File: src/arss_pkg.sv
// Shared constants and types of the select-strobe asynchronous read sequencer
//
// Summary of operation
// - Write strobe stays high during reads
// - Start read only when highest priority
// - Repeat access cycles until request complete
// - Turnaround cycles come from config field
// - Read after read: no turnaround
// - Read after write, field zero: one cycle
// - Recheck priority after turnaround, else abandon
// - Load setup, strobe, hold at setup
// - Address lines valid from setup start
// - Byte enables valid from setup start
// - Chip select and output enable fall
// - Strobe end: release strobes, capture data
// - Select-strobe bit: select only during strobe
// - Narrow device: back to setup, no reload
package arss_pkg;
    localparam int ADDR_W = 22;
    localparam int BA_W = 2;
    localparam int DATA_W = 16;
    localparam int BE_W = 2;
    localparam int BANKS = 4;
    localparam int BANK_W = 2;
    localparam int TA_W = 2;
    localparam int SETUP_W = 4;
    localparam int STROBE_W = 6;
    localparam int HOLD_W = 3;
    localparam int IDX_W = 2;
    localparam int CNT_W = 6;
    localparam int PHASE_W = 8;

    typedef logic [CNT_W-1:0] arss_cnt_t;
    typedef logic [BANKS-1:0] arss_cs_t;
    typedef logic [PHASE_W-1:0] arss_phase_t;

    localparam arss_cs_t CS_IDLE = 4'hF;
    localparam arss_cs_t CS_ONE = 4'h1;
    localparam logic [BE_W-1:0] BE_IDLE_N = 2'h3;
    localparam logic [ADDR_W-1:0] ADDR_IDLE = 22'h0;
    localparam logic [BA_W-1:0] BA_IDLE = 2'h0;
    localparam logic [DATA_W-1:0] DATA_RST = 16'h0;
    localparam logic [TA_W-1:0] TA_NONE = 2'h0;
    localparam logic [TA_W-1:0] TA_AFTER_WR_MIN = 2'h1;
    localparam arss_phase_t PHASE_MAX = 8'hFF;

    typedef enum logic [2:0] {ST_IDLE, ST_TURN, ST_SETUP, ST_STROBE, ST_HOLD} arss_st_t;

    // Per-chip-select configuration, held steady by software
    typedef struct packed {
        logic ss;
        logic wait_en;
        logic [TA_W-1:0] turnaround_cycles;
        logic [SETUP_W-1:0] r_setup;
        logic [STROBE_W-1:0] r_strobe;
        logic [HOLD_W-1:0] r_hold;
    } arss_cfg_t;

    // Read request; last_idx is the number of access cycles minus one
    typedef struct packed {
        logic [ADDR_W-1:0] addr;
        logic [BA_W-1:0] ba;
        logic [BANK_W-1:0] bank;
        logic [BE_W-1:0] be;
        logic [IDX_W-1:0] last_idx;
    } arss_req_t;

    typedef struct packed {
        logic [SETUP_W-1:0] setup;
        logic [STROBE_W-1:0] strobe;
        logic [HOLD_W-1:0] hold;
    } arss_tim_t;

    // Answer to the requester; all flags are one-cycle pulses
    typedef struct packed {
        logic [DATA_W-1:0] data;
        logic valid;
        logic start;
        logic done;
        logic abort;
    } arss_rsp_t;

    typedef struct packed {
        arss_st_t st;
        arss_cnt_t cnt;
        logic [TA_W-1:0] turn_len;
        logic [IDX_W-1:0] idx;
        arss_req_t req;
        arss_tim_t tim;
        logic ss;
        logic prev_read;
        logic prev_write;
        arss_cs_t cs_n;
        logic oe_n;
        logic addr_valid;
        logic [ADDR_W-1:0] addr;
        logic [BA_W-1:0] ba;
        logic [BE_W-1:0] be_n;
        arss_rsp_t rsp;
    } arss_state_t;

    localparam arss_state_t STATE_RST = '{
        st: ST_IDLE, cnt: '0, turn_len: TA_NONE, idx: '0, req: '0, tim: '0,
        ss: 1'b0, prev_read: 1'b0, prev_write: 1'b0, cs_n: CS_IDLE, oe_n: 1'b1,
        addr_valid: 1'b0, addr: ADDR_IDLE, ba: BA_IDLE, be_n: BE_IDLE_N,
        rsp: '{data: DATA_RST, valid: 1'b0, start: 1'b0, done: 1'b0, abort: 1'b0}
    };

    typedef struct packed {
        logic s1;
        logic s2;
        logic s3;
        logic q;
    } arss_sync_t;

    localparam arss_sync_t SYNC_RST = 4'h0;
endpackage

File: src/arss_pin_sync.sv
// Three-stage synchroniser with agreement filter for one pin input
`timescale 1ns/1ps
`default_nettype none
module arss_pin_sync (
    input wire logic clk,
    input wire logic reset,
    input wire logic pin,
    output logic level
);
    arss_pkg::arss_sync_t sync_r;
    arss_pkg::arss_sync_t sync_nxt;

    // First stage feeds only the second; output moves when stages two and three agree
    always_comb begin
        sync_nxt = sync_r;
        sync_nxt.s1 = pin;
        sync_nxt.s2 = sync_r.s1;
        sync_nxt.s3 = sync_r.s2;
        if (sync_r.s2 == sync_r.s3) begin
            sync_nxt.q = sync_r.s3;
        end
    end

    always_ff @(posedge clk or posedge reset) begin
        if (reset) begin
            sync_r <= arss_pkg::SYNC_RST;
        end else begin
            sync_r <= sync_nxt;
        end
    end

    assign level = sync_r.q;
endmodule
`default_nettype wire

File: src/arss_read_seq.sv
// Read-cycle sequencer for an external asynchronous memory, select-strobe mode
`timescale 1ns/1ps
`default_nettype none
module arss_read_seq (
    input wire logic clk,
    input wire logic reset,
    input wire arss_pkg::arss_cfg_t cfg,
    input wire logic rd_req,
    input wire arss_pkg::arss_req_t req,
    input wire logic write_done,
    input wire logic wait_input,
    input wire logic [arss_pkg::DATA_W-1:0] read_value_lines,
    output logic write_strobe_n,
    output logic [arss_pkg::BANKS-1:0] chip_select_n,
    output logic output_enable_n,
    output logic [arss_pkg::ADDR_W-1:0] ext_addr_lines,
    output logic [arss_pkg::BA_W-1:0] low_order_addr_lines,
    output logic [arss_pkg::BE_W-1:0] byte_enable_n,
    output logic addr_valid,
    output arss_pkg::arss_rsp_t rsp,
    output logic busy
);
    arss_pkg::arss_state_t s_r;
    arss_pkg::arss_state_t s_nxt;
    logic wait_level;
    logic wait_act;
    logic [arss_pkg::TA_W-1:0] turn_now;

    // Wait pin comes from the memory's domain, so it is filtered first
    arss_pin_sync wait_sync (
        .clk(clk),
        .reset(reset),
        .pin(wait_input),
        .level(wait_level)
    );

    // Active-low select for one bank
    function automatic arss_pkg::arss_cs_t cs_sel(input logic [arss_pkg::BANK_W-1:0] bank);
        return ~(arss_pkg::CS_ONE << bank);
    endfunction

    // Turnaround length; a preceding read wins over a preceding write
    function automatic logic [arss_pkg::TA_W-1:0] turn_cycles(
        input logic prev_read,
        input logic prev_write,
        input logic [arss_pkg::TA_W-1:0] ta
    );
        if (prev_read) begin
            return arss_pkg::TA_NONE;
        end else if (prev_write && ta == arss_pkg::TA_NONE) begin
            return arss_pkg::TA_AFTER_WR_MIN;
        end
        return ta;
    endfunction

    // First setup of a request: timing, address and enables taken here
    function automatic arss_pkg::arss_state_t enter_setup(
        input arss_pkg::arss_state_t s,
        input arss_pkg::arss_req_t rq,
        input arss_pkg::arss_cfg_t c
    );
        arss_pkg::arss_state_t n;
        n = s;
        n.st = arss_pkg::ST_SETUP;
        n.req = rq;
        n.tim.setup = c.r_setup;
        n.tim.strobe = c.r_strobe;
        n.tim.hold = c.r_hold;
        n.ss = c.ss;
        n.idx = '0;
        n.cnt = arss_pkg::arss_cnt_t'(c.r_setup);
        n.addr_valid = 1'b1;
        n.addr = rq.addr;
        n.ba = rq.ba;
        n.be_n = ~rq.be;
        // Normal mode keeps the select low for the whole access
        n.cs_n = c.ss ? arss_pkg::CS_IDLE : cs_sel(rq.bank);
        n.rsp.start = 1'b1;
        return n;
    endfunction

    assign wait_act = s_r.ss ? (cfg.wait_en && wait_level) : 1'b0;
    assign turn_now = turn_cycles(s_r.prev_read, s_r.prev_write, cfg.turnaround_cycles);

    // Sequencer: idle, turnaround, setup, strobe, hold
    always_comb begin
        s_nxt = s_r;
        s_nxt.rsp.valid = 1'b0;
        s_nxt.rsp.start = 1'b0;
        s_nxt.rsp.done = 1'b0;
        s_nxt.rsp.abort = 1'b0;
        if (write_done) begin
            s_nxt.prev_write = 1'b1;
            s_nxt.prev_read = 1'b0;
        end
        unique case (s_r.st)
            arss_pkg::ST_IDLE: begin
                if (rd_req) begin
                    s_nxt.turn_len = turn_now;
                    if (turn_now == arss_pkg::TA_NONE) begin
                        s_nxt = enter_setup(s_nxt, req, cfg);
                    end else begin
                        s_nxt.st = arss_pkg::ST_TURN;
                        s_nxt.cnt = arss_pkg::arss_cnt_t'(turn_now - arss_pkg::TA_AFTER_WR_MIN);
                    end
                end
            end
            arss_pkg::ST_TURN: begin
                if (s_r.cnt != '0) begin
                    s_nxt.cnt = s_r.cnt - 6'h1;
                end else if (rd_req) begin
                    s_nxt = enter_setup(s_nxt, req, cfg);
                end else begin
                    // Lost priority while turning round: give the bus back
                    s_nxt.st = arss_pkg::ST_IDLE;
                    s_nxt.rsp.abort = 1'b1;
                end
            end
            arss_pkg::ST_SETUP: begin
                if (s_r.cnt != '0) begin
                    s_nxt.cnt = s_r.cnt - 6'h1;
                end else begin
                    s_nxt.st = arss_pkg::ST_STROBE;
                    s_nxt.cnt = arss_pkg::arss_cnt_t'(s_r.tim.strobe);
                    s_nxt.cs_n = cs_sel(s_r.req.bank);
                    s_nxt.oe_n = 1'b0;
                end
            end
            arss_pkg::ST_STROBE: begin
                // Wait only stretches once the programmed strobe is used up
                if (s_r.cnt != '0) begin
                    s_nxt.cnt = s_r.cnt - 6'h1;
                end else if (!wait_act) begin
                    s_nxt.st = arss_pkg::ST_HOLD;
                    s_nxt.cnt = arss_pkg::arss_cnt_t'(s_r.tim.hold);
                    s_nxt.oe_n = 1'b1;
                    s_nxt.cs_n = s_r.ss ? arss_pkg::CS_IDLE : s_r.cs_n;
                    s_nxt.rsp.data = read_value_lines;
                    s_nxt.rsp.valid = 1'b1;
                end
            end
            arss_pkg::ST_HOLD: begin
                if (s_r.cnt != '0) begin
                    s_nxt.cnt = s_r.cnt - 6'h1;
                end else if (s_r.idx != s_r.req.last_idx) begin
                    // Next narrow access reuses the latched timing
                    s_nxt.st = arss_pkg::ST_SETUP;
                    s_nxt.cnt = arss_pkg::arss_cnt_t'(s_r.tim.setup);
                    s_nxt.idx = s_r.idx + 2'h1;
                    s_nxt.ba = s_r.ba + 2'h1;
                end else begin
                    s_nxt.st = arss_pkg::ST_IDLE;
                    s_nxt.addr_valid = 1'b0;
                    s_nxt.addr = arss_pkg::ADDR_IDLE;
                    s_nxt.ba = arss_pkg::BA_IDLE;
                    s_nxt.be_n = arss_pkg::BE_IDLE_N;
                    s_nxt.cs_n = arss_pkg::CS_IDLE;
                    s_nxt.rsp.done = 1'b1;
                    s_nxt.prev_read = 1'b1;
                    s_nxt.prev_write = 1'b0;
                end
            end
        endcase
    end

    always_ff @(posedge clk or posedge reset) begin
        if (reset) begin
            s_r <= arss_pkg::STATE_RST;
        end else begin
            s_r <= s_nxt;
        end
    end

    // Pins and answer straight from the state register; write strobe tied high
    assign write_strobe_n = 1'b1;
    assign chip_select_n = s_r.cs_n;
    assign output_enable_n = s_r.oe_n;
    assign ext_addr_lines = s_r.addr;
    assign low_order_addr_lines = s_r.ba;
    assign byte_enable_n = s_r.be_n;
    assign addr_valid = s_r.addr_valid;
    assign rsp = s_r.rsp;
    assign busy = (s_r.st != arss_pkg::ST_IDLE);

    // Checking helpers: cycles spent in the current phase, accesses of a request
    arss_pkg::arss_phase_t phase_r;
    logic [arss_pkg::IDX_W:0] acc_r;
    logic leaving;
    assign leaving = (s_nxt.st != s_r.st) || (s_r.st == arss_pkg::ST_HOLD && s_nxt.st == arss_pkg::ST_SETUP);

    always_ff @(posedge clk or posedge reset) begin
        if (reset) begin
            phase_r <= '0;
            acc_r <= '0;
        end else begin
            if (leaving) begin
                phase_r <= '0;
            end else if (phase_r != arss_pkg::PHASE_MAX) begin
                phase_r <= phase_r + 8'h1;
            end
            if (s_nxt.rsp.start) begin
                acc_r <= '0;
            end else if (s_nxt.rsp.valid) begin
                acc_r <= acc_r + 3'h1;
            end
        end
    end

    a_we_high: assert property (
        @(posedge clk) disable iff (reset) write_strobe_n == 1'b1)
        else $error("write strobe fell during read");

    a_start_on_prio: assert property (
        @(posedge clk) disable iff (reset) rsp.start |-> $past(rd_req))
        else $error("read started without priority");

    a_all_accesses: assert property (
        @(posedge clk) disable iff (reset)
        rsp.done |-> (acc_r == {1'b0, s_r.req.last_idx} + 3'h1))
        else $error("request ended with wrong access count");

    a_turn_length: assert property (
        @(posedge clk) disable iff (reset)
        (s_r.st == arss_pkg::ST_TURN && s_nxt.st != arss_pkg::ST_TURN)
        |-> (phase_r == arss_pkg::arss_phase_t'(s_r.turn_len) - 8'h1))
        else $error("turnaround length wrong");

    a_no_turn_rd: assert property (
        @(posedge clk) disable iff (reset)
        (s_r.st == arss_pkg::ST_IDLE && rd_req && s_r.prev_read && !write_done)
        |=> s_r.st == arss_pkg::ST_SETUP)
        else $error("turnaround inserted after read");

    a_one_turn_wr: assert property (
        @(posedge clk) disable iff (reset)
        (s_r.st == arss_pkg::ST_IDLE && rd_req && !s_r.prev_read && s_r.prev_write
            && cfg.turnaround_cycles == arss_pkg::TA_NONE)
        |=> s_r.st == arss_pkg::ST_TURN ##1 s_r.st != arss_pkg::ST_TURN)
        else $error("no single turnaround after write");

    a_abandon: assert property (
        @(posedge clk) disable iff (reset)
        (s_r.st == arss_pkg::ST_TURN && s_r.cnt == '0 && !rd_req)
        |=> s_r.st == arss_pkg::ST_IDLE && rsp.abort && addr_valid == 1'b0)
        else $error("read not abandoned");

    a_setup_len: assert property (
        @(posedge clk) disable iff (reset)
        (s_r.st == arss_pkg::ST_SETUP && s_nxt.st == arss_pkg::ST_STROBE)
        |-> phase_r == arss_pkg::arss_phase_t'(s_r.tim.setup))
        else $error("setup length wrong");

    a_addr_held: assert property (
        @(posedge clk) disable iff (reset)
        (s_r.st inside {arss_pkg::ST_SETUP, arss_pkg::ST_STROBE, arss_pkg::ST_HOLD})
        |-> addr_valid && ext_addr_lines == s_r.req.addr && byte_enable_n == ~s_r.req.be)
        else $error("address or enables not valid");

    a_cs_strobe: assert property (
        @(posedge clk) disable iff (reset)
        (s_r.ss && s_r.st != arss_pkg::ST_IDLE && s_r.st != arss_pkg::ST_TURN)
        |-> (s_r.st == arss_pkg::ST_STROBE) == (chip_select_n != arss_pkg::CS_IDLE
            && output_enable_n == 1'b0))
        else $error("select not confined to strobe");

    a_capture: assert property (
        @(posedge clk) disable iff (reset)
        (s_r.st == arss_pkg::ST_STROBE && s_nxt.st == arss_pkg::ST_HOLD)
        |=> rsp.valid && output_enable_n && rsp.data == $past(read_value_lines))
        else $error("data not captured at strobe end");

    a_hold_len: assert property (
        @(posedge clk) disable iff (reset)
        (s_r.st == arss_pkg::ST_HOLD && s_nxt.st != arss_pkg::ST_HOLD)
        |-> phase_r == arss_pkg::arss_phase_t'(s_r.tim.hold))
        else $error("hold length wrong");

    c_turn_abort: cover property (@(posedge clk) disable iff (reset) rsp.abort);
    c_wait_stretch: cover property (@(posedge clk) disable iff (reset)
        s_r.st == arss_pkg::ST_STROBE && s_r.cnt == '0 && wait_act);
    c_multi_access: cover property (@(posedge clk) disable iff (reset)
        rsp.done && s_r.req.last_idx != '0);
    c_back_to_back: cover property (@(posedge clk) disable iff (reset)
        rsp.done ##1 rsp.start);
endmodule
`default_nettype wire

File: config.mk
export PLATFORM = sky130hd
export DESIGN_NAME = arss_read_seq
export DESIGN_NICKNAME = d
export VERILOG_FILES = /design/src/arss_pkg.sv /design/src/arss_pin_sync.sv /design/src/arss_read_seq.sv
export SDC_FILE = /design/constraint.sdc
export NUM_CORES = 1
export LEC_CHECK = 0
export BUFFER_PORTS_ARGS = -buffer_cell sky130_fd_sc_hd__clkbuf_2
export CAP_MARGIN = 5
export CORE_MARGIN = 10
export CORE_UTILIZATION = 53
export CTS_BUF_LIST = sky130_fd_sc_hd__clkbuf_16
export DETAILED_ROUTE_END_ITERATION = 7
export GPL_ROUTABILITY_DRIVEN = 0
export GPL_TIMING_DRIVEN = 0
export PLACE_DENSITY_LB_ADDON = 0.1
export SYNTH_ARGS = -nofsm -noshare
export SYNTH_HDL_FRONTEND = slang
export SYNTH_SLANG_ARGS = --single-unit
File: constraint.sdc
create_clock -name clk -period 3.6 [get_ports clk]
set_clock_uncertainty 0.1 [all_clocks]
set_input_delay 0.9 -clock clk [delete_from_list [all_inputs] [get_ports clk]]
set_output_delay 0.9 -clock clk [all_outputs]
set_load 0.1 [all_outputs]
After elaboration in Yosys (flattened, before gate mapping)
Cells that the tools add are included.

storage, ports and cells
  flip-flop bits (word level) = 87
  output and inout port bits = 54
  latch bits = 0
  word-level logic and storage cells = 131
  memories = 0
  ROM bits = 0
  bits of input ports = 68
  RAM bits = 0

operators by class
  order comparisons = 0
  shifts and indexed selects = 2
  reduce and logical (&&, ||, !) cells = 19
  equal/unequal tests = 20
  multipliers = 0
  mux-type cells = 53
  div/mod/pow operators = 0
  bitwise operators = 7
  add/sub/neg operators = 4

operators by type and width
  operator            count
  $mux 100            2
  $mux 111            1
  $mux 107            1
  $pmux 27 s3         1
  $pmux 17 s3         1
  $pmux 9 s5          1
  $mux 6              7
  $pmux 20 s2         1
  $mux 17             2
  $mux 27             1
  $mux 23             1
  $ne 2x2->1 const B  11
  $mux 2              10
  $pmux 4 s5          1
  $reduce_and 6->1    3
  $mux 5              3
  $reduce_and 7->1    2
  $mux 3              4
  $pmux 2 s3          2
  $reduce_and 10->1   1
  $reduce_and 5->1    2
  $mux 9              1
  $ne 3x3->1 const B  3
  $mux 4              2
  24 further kinds    41

Depth between registers and ports, before layout
Gate-level depths: netlist (run 1).

  word-level depth = 9
  mapped depth = 10
  depth with buffers taken out = 7

Modules after synthesis
A second synthesis (run 1) with hierarchy kept.

second synthesis, totals
  cells, all modules = 452
  area total of the unflattened synthesis = 4520.6 µm²

modules (own cells, without submodules)
  module         area an instance (µm²)  cells each  instances  sequential area each (µm²)
  arss_read_seq  4405.5                  446         1          2085.8
  arss_pin_sync  115.1                   6           1          100.1

Least setup slack after synthesis (run 1)
OpenSTA, ideal clock, no wires.

  path type = reg2reg
  from = register s_r[102] (netlist name)
  to = register s_r, in the netlist ext_addr_lines[10]
  required time = 3.379 ns
  buffers on the path = 2
  data arrival time = 2.255 ns
  cell stages (with the launch flop) = 10
  setup slack = 1.124 ns
  setup time = 0.121 ns
  clock period less this slack = 2.476 ns
  cells stage by stage = dfrtp_1 -> inv_1 -> ha_1 -> or3b_1 -> buf_2 -> or4b_4 -> o221ai_2 -> o21ai_4 -> buf_6 -> a22o_1

between the ends
  word-level cells in the longest chain between the ends = 3
  elaborated cells between the ends (all ways) = 4
  classes of those cells = eq/ne (2); reduce/logical (2)

RTL lines
  what                          line                                        RTL
  start: declaration            arss_read_seq.sv:23                         arss_pkg::arss_state_t s_r;
  start signal: assignment      arss_read_seq.sv:168                        s_r <= arss_pkg::STATE_RST;
  start signal: assignment      arss_read_seq.sv:170                        s_r <= s_nxt;
  $reduce_bool 6->1 *           arss_read_seq.sv:109, arss_read_seq.sv:143
  $ne 2x2->1 (no line)          --
  $reduce_and 7->1 (no line) *  --

Every way passes the cells marked *; elsewhere a longest branch is shown, timed or not.
A chain may end at the register's enable or synchronous reset.

Final worst setup path (run 1)
  from = register s_r[102] (netlist name)
  to = register s_r, in the netlist rsp[5]

between the ends
  word-level cells in the longest chain between the ends = 3

RTL lines
  what                        line
  $reduce_bool 6->1           arss_read_seq.sv:109, arss_read_seq.sv:131
  $not 1->1 (no line)         --
  $reduce_and 5->1 (no line)  --

No other way between the ends.

==> results.md, run 1 <==
- Hold Path Class: flip-flop to flip-flop
- Number of global-route vias before repair: ~3,700
- Max stage delay cell, worst path: nor2_1
- Root Driver: clkbuf_16
- Critical setup path kind: flip-flop to flip-flop
- Most frequent cells in the layout: clkbuf_2, dfrtp_1, buf_4, mux2_2, a22o_1
- Clock sink count: just under 90
- Slew HR: between 20% and 30%
- GR Util All Layers: ~18%
- First-pass GRT wire length: 18,800 um
- Multi-input gate area in the final layout: 1800 um^2
- Asr flop ratio synth: 100%
- Pin count of the biggest net entering global routing: 53
- Area Growth Syn to Fin: 24.4%
- Via/cell ratio: 5.67
- Post-synth EDFFs: 0
- Area contributors post-synth: dfrtp_1, mux2_2, buf_4, a22o_1, dfstp_2
- Final nets: a little over 600
- CP Data Required Time: around 3700 ps
- Rows: 33
- Yosys top cell area share: approximately 44%
- Fin. Hold Viols: 0
- Clock latency on the worst-skew pair: 340 ps
- Die width: between 100 and 150 um
- Die area: approximately 13,000 um^2
- Initial DRC count: a little under 300
- Inserted Clock Buffers: 9
- Post-cts resize count: 0
- Final setup vio count: 0
- Worst-path clk slew: ~60 ps
- Initial antenna violation count: 0
- Final Util: 68.0%
- Setup WS pre-CTS: between 600 and 700 ps
- Critical path's largest stage delay: roughly 500 ps
- R2r setup slk: 640 ps
- Most common cell after layout, fill and taps aside: clkbuf_2
- Total number of vias: between 3,000 and 4,000
- DP HPWL: approximately 8600 um
- Crit-path max FO: 10
- Min cycle time layout: 2960 ps
- Distinct cell type count after synthesis: 64
- Post-Route WL: 11,600 um
- Final setup margin: around 640 ps
- Pre-antenna DRT Iters: 5
- Layout cells sized above 1: a little under half
- Synthesized area: 4510 um^2
- Cells after Synth: just over 400
- Sequential area share after synthesis: about half
- Port buffer count: between 100 and 150
- WP data arrival: about 3100 ps
- Die Span Y: ~110 um
- Initial Util: a little over half
- Ys flop type: dfrtp_1
- Register area: 2190 um^2
- Synth area leader: dfrtp_1
- Yosys reg bits: 87
- Antenna viol nets, final: 0
- Mapped Nets: just under 500
- FILL cells: between 600 and 700
- Ports: 122
- Slew @ Worst Pin: between 1000 and 1500 ps
- Most frequent CP cell: buf_2
- Hold-fix buffers, CTS: 0
- Postcts setup bufs: 0
- CTS tree: yes
- Status: complete, no violations
- Worst path cell trace: inv_1, ha_1, or3b_1, buf_2, nor2_1, nand3_2, buf_2, mux2_2
- Wire per inst: between 15 and 20 um
- Crit. End Element: flip-flop
- Core area: 8260 um^2
- Antenna cell count: 0
- Max-cap violations: 0
- H-tree levels: 3
- Yosys warns: 0
- Tcrit/Tclk final: between 80% and 90%
- Fmax achieved: ~0.34 GHz
- Syn Area/Cell: about 11 um^2
- Detailed-route DRC error count: 0
- RSZ-0062 raised after global routing: no
- Clk buf depth: 2
- Total grt overflow: 0
- Worst setup SP type: flip-flop
- Final Slew Violations: 0
==> cell type report <==
cell class	count	area share [%]
well taps	105	2.34
repair buffers	121	11.2
inverters	9	0.647
clock inverters	7	2.03
flip-flops and latches	87	39.0
multi-input cells	243	32.1
plain buffers	73	8.74
clock buffers	9	4.01
==> synthesized netlist by cell type (2+ instances only) <==
master / instances
dfrtp_1: 80
buf_4: 51
mux2_2: 39
a22o_1: 24
nand2_1: 20
nor2_1: 18
a21oi_1: 14
o21ai_0: 14
clkbuf_1: 12
nor3_1: 11
inv_1: 9
buf_2: 8
nand2b_1: 8
dfstp_2: 7
nand3_1: 5
nand3b_1: 5
nor2b_1: 5
and2_1: 4
nor3b_1: 4
o22ai_1: 4
a211oi_1: 3
a221o_1: 3
a221oi_1: 3
a22oi_1: 3
o211ai_1: 3
o21a_1: 3
o41ai_1: 3
or2_2: 3
xor2_1: 3
a211o_1: 2
a21o_1: 2
buf_6: 2
nand4_1: 2
nor4b_1: 2
o221ai_1: 2
o31ai_1: 2
or4b_2: 2
==> state kept, by name (all words and copies together), names as in the netlist, 2 cells and up <==
| register | count |
|---|---|
| ext_addr_lines | 22 |
| rsp | 20 |
| s_r | 31 |
| low_order_addr_lines | 2 |
| byte_enable_n | 2 |
| chip_select_n | 4 |
| wait_sync.sync_nxt | 2 |
==> per-layer routing <==
metal	wire (um)	GRT usage (%)	vias to the layer above
met3	1030	5.17	26
met2	5590	29.5	192
met5	0	0	-
li1	-	-	1711
met1	4750	22.4	1779
met4	224	5.84	0
==> worst max-delay path: cells and delay by family (launching register included) <==
family | cells | cell delay (ps)
flip-flops | 1 | 400
buffers and inverters | 3 | 590
multiplexers | 1 | 290
AND/OR/NAND/NOR | 3 | 1220
adder cells (fa/ha/maj) | 1 | 240
==> worst paths after layout <==
path	from	end	cells past startpoint
max	s_r[102]$_DFFE_PP0P_	rsp[5]$_DFFE_PP0P_	8
min	wait_sync.sync_nxt[2]$_DFF_PP0_	wait_sync.sync_nxt[1]$_DFF_PP0_	0
max reg2reg	s_r[102]$_DFFE_PP0P_	rsp[5]$_DFFE_PP0P_	8
min reg2reg	wait_sync.sync_nxt[2]$_DFF_PP0_	wait_sync.sync_nxt[1]$_DFF_PP0_	0
max in group asynchronous	reset	chip_select_n[2]$_DFFE_PP1P_	3
min in group asynchronous	reset	ext_addr_lines[13]$_DFFE_PP0P_	2
==> stage by stage <==
step	hold WS, ps	area (um^2)	instances	TNS [ps]
CTS	249	5610	654	0
global route	257	5610	654	0
floorplan	231	4510	412	0
global placement	234	5240	637	-50940
finish	247	5610	654	0
detailed placement	235	5270	638	0
==> cells by family (layout without fill, tap and decap cells) <==
| group | count (synthesis) | after routing | share of synthesized area, % |
|---|---|---|---|
| AO/OA/AOI/OAI | 96 | 96 | 16.2 |
| AND/OR/NAND/NOR | 101 | 101 | 12.6 |
| buffers and inverters | 82 | 219 | 11.6 |
| flip-flops | 87 | 87 | 48.5 |
| XOR/XNOR | 3 | 3 | 0.583 |
| multiplexers | 40 | 40 | 9.96 |
| other | 1 | 1 | 0.0831 |
| adder cells (fa/ha/maj) | 2 | 2 | 0.499 |
Power of run 1 is left out: the tool's default activity adds up to more than one toggle a clock period on the data nets, which glitch-free logic cannot reach.
==> inputs of run 2 (changes only) <==
ABC_AREA = 1   (was unset)
CORE_UTILIZATION = 48   (was 53)
clock period = 2.46 ns   (was 3.6 ns; I/O delays follow)
==> run 2 against run 1 <==
Compared with the run above:
- routed wire length increased by 8.5%
- setup slack lost 430 ps
- area after synthesis increased by 5.0%
- global-route usage shrank 0.68 points
- critical path depth is 5 lower
- die area is 13% higher
- critical path type is now flip-flop to output port
==> results.md, run 2 <==
- Min cycle time layout: ~2300 ps
- Clk buf depth: 2 (unchanged)
- Hold-fix buffers, CTS: 0 (unchanged)
- Port buffer count: 120 (unchanged)
- Fmax achieved: 0.443 GHz
- Sequential area share after synthesis: 46.1% (-2.3 points)
- H-tree levels: 3 (unchanged)
- Crit. End Element: output port
- Most frequent cells in the layout: nand2_1, clkbuf_2, dfrtp_1, buf_4, inv_1
- Pre-antenna DRT Iters: 5 (unchanged)
- Layout cells sized above 1: 30.7% (-16 points)
- Pin count of the biggest net entering global routing: 37 (-30%)
- RSZ-0062 raised after global routing: no
- Most frequent cell after synthesis: nand2_1
- Top reg by flops: s_r
- WP data arrival: 1540 ps (-1540 ps)
- Max-cap violations: 0 (unchanged)
- Post-Route WL: 12,600 um (+8.5%)
- Inserted Clock Buffers: 9 (unchanged)
- CTS tree: yes
- Yosys reg bits: 87 (unchanged)
- Placed instance count: 895 (+40%)
- Root Driver: clkbuf_16
- Max FFs per register: 31 (unchanged)
- Final std cells w/o fill: 911 (+39%)
- Initial DRC count: 264 (-11%)
- Ys flop type: dfrtp_1
- Number of global-route vias before repair: 4,231 (+15%)
- Antenna cell count: 0 (unchanged)
- Most common cell after layout, fill and taps aside: nand2_1
- Worst-path clk slew: 60 ps (about the same)
- Status: complete, no violations
- Initial Util: 48.9% (-5.7 points)
- CP Data Required Time: 1750 ps (-1960 ps)
- Max stage delay cell, worst path: dfrtp_1
- Final Slew Violations: 0 (unchanged)
- First-pass GRT wire length: 20,300 um (+7.7%)
- Hold Path Class: input port to asynchronous set/reset pin
- Post-synth EDFFs: 0 (unchanged)
- Crit-path max FO: 6 (-4)
- DP HPWL: 9630 um (+11%)
- Via/cell ratio: 4.74 (-16%)
- Delay-heaviest family, CP: flip-flops
- Sum Neg Setup Slack: 0 ps (unchanged)
- Synth area leader: dfrtp_1
- Syn Area/Cell: 7.40 um^2 (-32%)
- Core area: 9680 um^2 (+17%)
- Clock latency on the worst-skew pair: 340 ps (about the same)
- Critical setup path kind: flip-flop to output port
- Worst path cell trace: nor2_2, nand2_2, clkbuf_2
- Tcrit/Tclk final: approximately nine tenths
- Detailed-route DRC error count: 0 (unchanged)
- Yosys top cell area share: 42.2% (-2.1 points)
- Slew HR: 54.1% (+32 points)
- Area Growth Syn to Fin: 23.4%
- Cells after Synth: 640 (+55%)
- Die Span Y: 119 um (+6.3%)
- Synthesized area: 4740 um^2 (+5.0%)
- Critical path's largest stage delay: 520 ps (+20 ps)
- Worst Path Buf+Inv: 1 (-2)
- GR Util All Layers: 17.3% (-0.68 points)
- Die area: 14,200 um^2 (+13%)
- Wire per inst: 13.8 um (-22%)
- Yosys warns: 0 (unchanged)
- Top post-synthesis cells by count: nand2_1, dfrtp_1, buf_4
- Final setup vio count: 0 (unchanged)
- Slew @ Worst Pin: 689 ps (-473 ps)
- Clock sink count: 87 (unchanged)
- Antenna viol nets, final: 0 (unchanged)
- Rows: 36 (+9.1%)
- FILL cells: 910 (+40%)
- Fin. Hold Viols: 0 (unchanged)
- Mapped Nets: 709 (+47%)
- Total grt overflow: 0 (unchanged)
- Ports: 122 (unchanged)
- Area contributors post-synth: dfrtp_1, nand2_1, buf_4, nand3_1, dfstp_2
- Asr flop ratio synth: 100% (unchanged)
- Die width: 119 um (+6.3%)
- Final nets: 842 (+37%)
- Post-cts resize count: 0 (unchanged)
- Worst setup SP type: flip-flop
- Distinct cell type count after synthesis: 26 (-59%)
- Total number of vias: 4,321 (+17%)
- Postcts setup bufs: 0 (unchanged)
- Initial antenna violation count: 0 (unchanged)
==> run 2: changes by cell type in the layout (fill, tap and decap cells not counted), sizes merged, moves of 10 or more <==
cell	before	now
nand3	6	48
mux2	39	0
nand2	20	287
nor2	18	47
a22o	24	0
inv	12	59
a21oi	14	4
clkbuf	141	131
o21ai	15	28
nor3	12	0
==> run 2: worst paths after layout <==
kind                       depth (start not counted)  slack [ps]                              end                       startpoint
max in group asynchronous                          4        1230     chip_select_n[3]$_DFFE_PP1P_                            reset
setup reg to reg                                   8         350              s_r[56]$_DFFE_PP0P_             s_r[102]$_DFFE_PP0P_
hold / removal                                     2         200              s_r[99]$_DFFE_PP0P_                            reset
hold reg to reg                                    0         260  wait_sync.sync_nxt[1]$_DFF_PP0_  wait_sync.sync_nxt[2]$_DFF_PP0_
setup / recovery                                   3         200                             busy             s_r[110]$_DFFE_PP0P_
min in group clk                                   0         260  wait_sync.sync_nxt[1]$_DFF_PP0_  wait_sync.sync_nxt[2]$_DFF_PP0_
==> run 2: layer usage <==
metal | track usage, % | wire [um] | vias up
li1 | - | - | 2194
met1 | 20.4 | 5330 | 1986
met2 | 29.4 | 6200 | 122
met3 | 4.58 | 828 | 19
met4 | 7.32 | 219 | 0
met5 | 0 | 0 | -
==> run 2: cell type report <==
class,instances,area [um^2],share of cell area [%]
inverters,57,218,3.72
repair buffers,122,641,11.0
multi-input cells,432,1870,32.0
flip-flops and latches,87,2190,37.4
well taps,133,166,2.85
clock buffers,9,225,3.85
clock inverters,7,72.6,1.24
plain buffers,64,465,7.96
==> run 2: per-stage QoR <==
stage	utilization (%)	setup WS (ps)	cell area [um^2]	hold slack, ps
after floorplan	-	450	4740	231
after global placement	56.9	103	5510	233
after detailed placement	57.3	312	5550	246
after CTS	60.4	197	5850	210
after global routing	60.4	164	5850	246
final	60.4	202	5850	200
==> run 2: cells by family (layout without fill, tap and decap cells) <==
family	Yosys count	count (layout)	synth area share [%]
fa+ha+maj	2	2	0.475
buf+inv	121	259	14.3
compound gates	34	34	3.86
xor+xnor	2	2	0.370
flops	87	87	46.1
simple gates	393	393	34.8
other cells	1	1	0.0791
Power of run 2 is left out for the same reason.
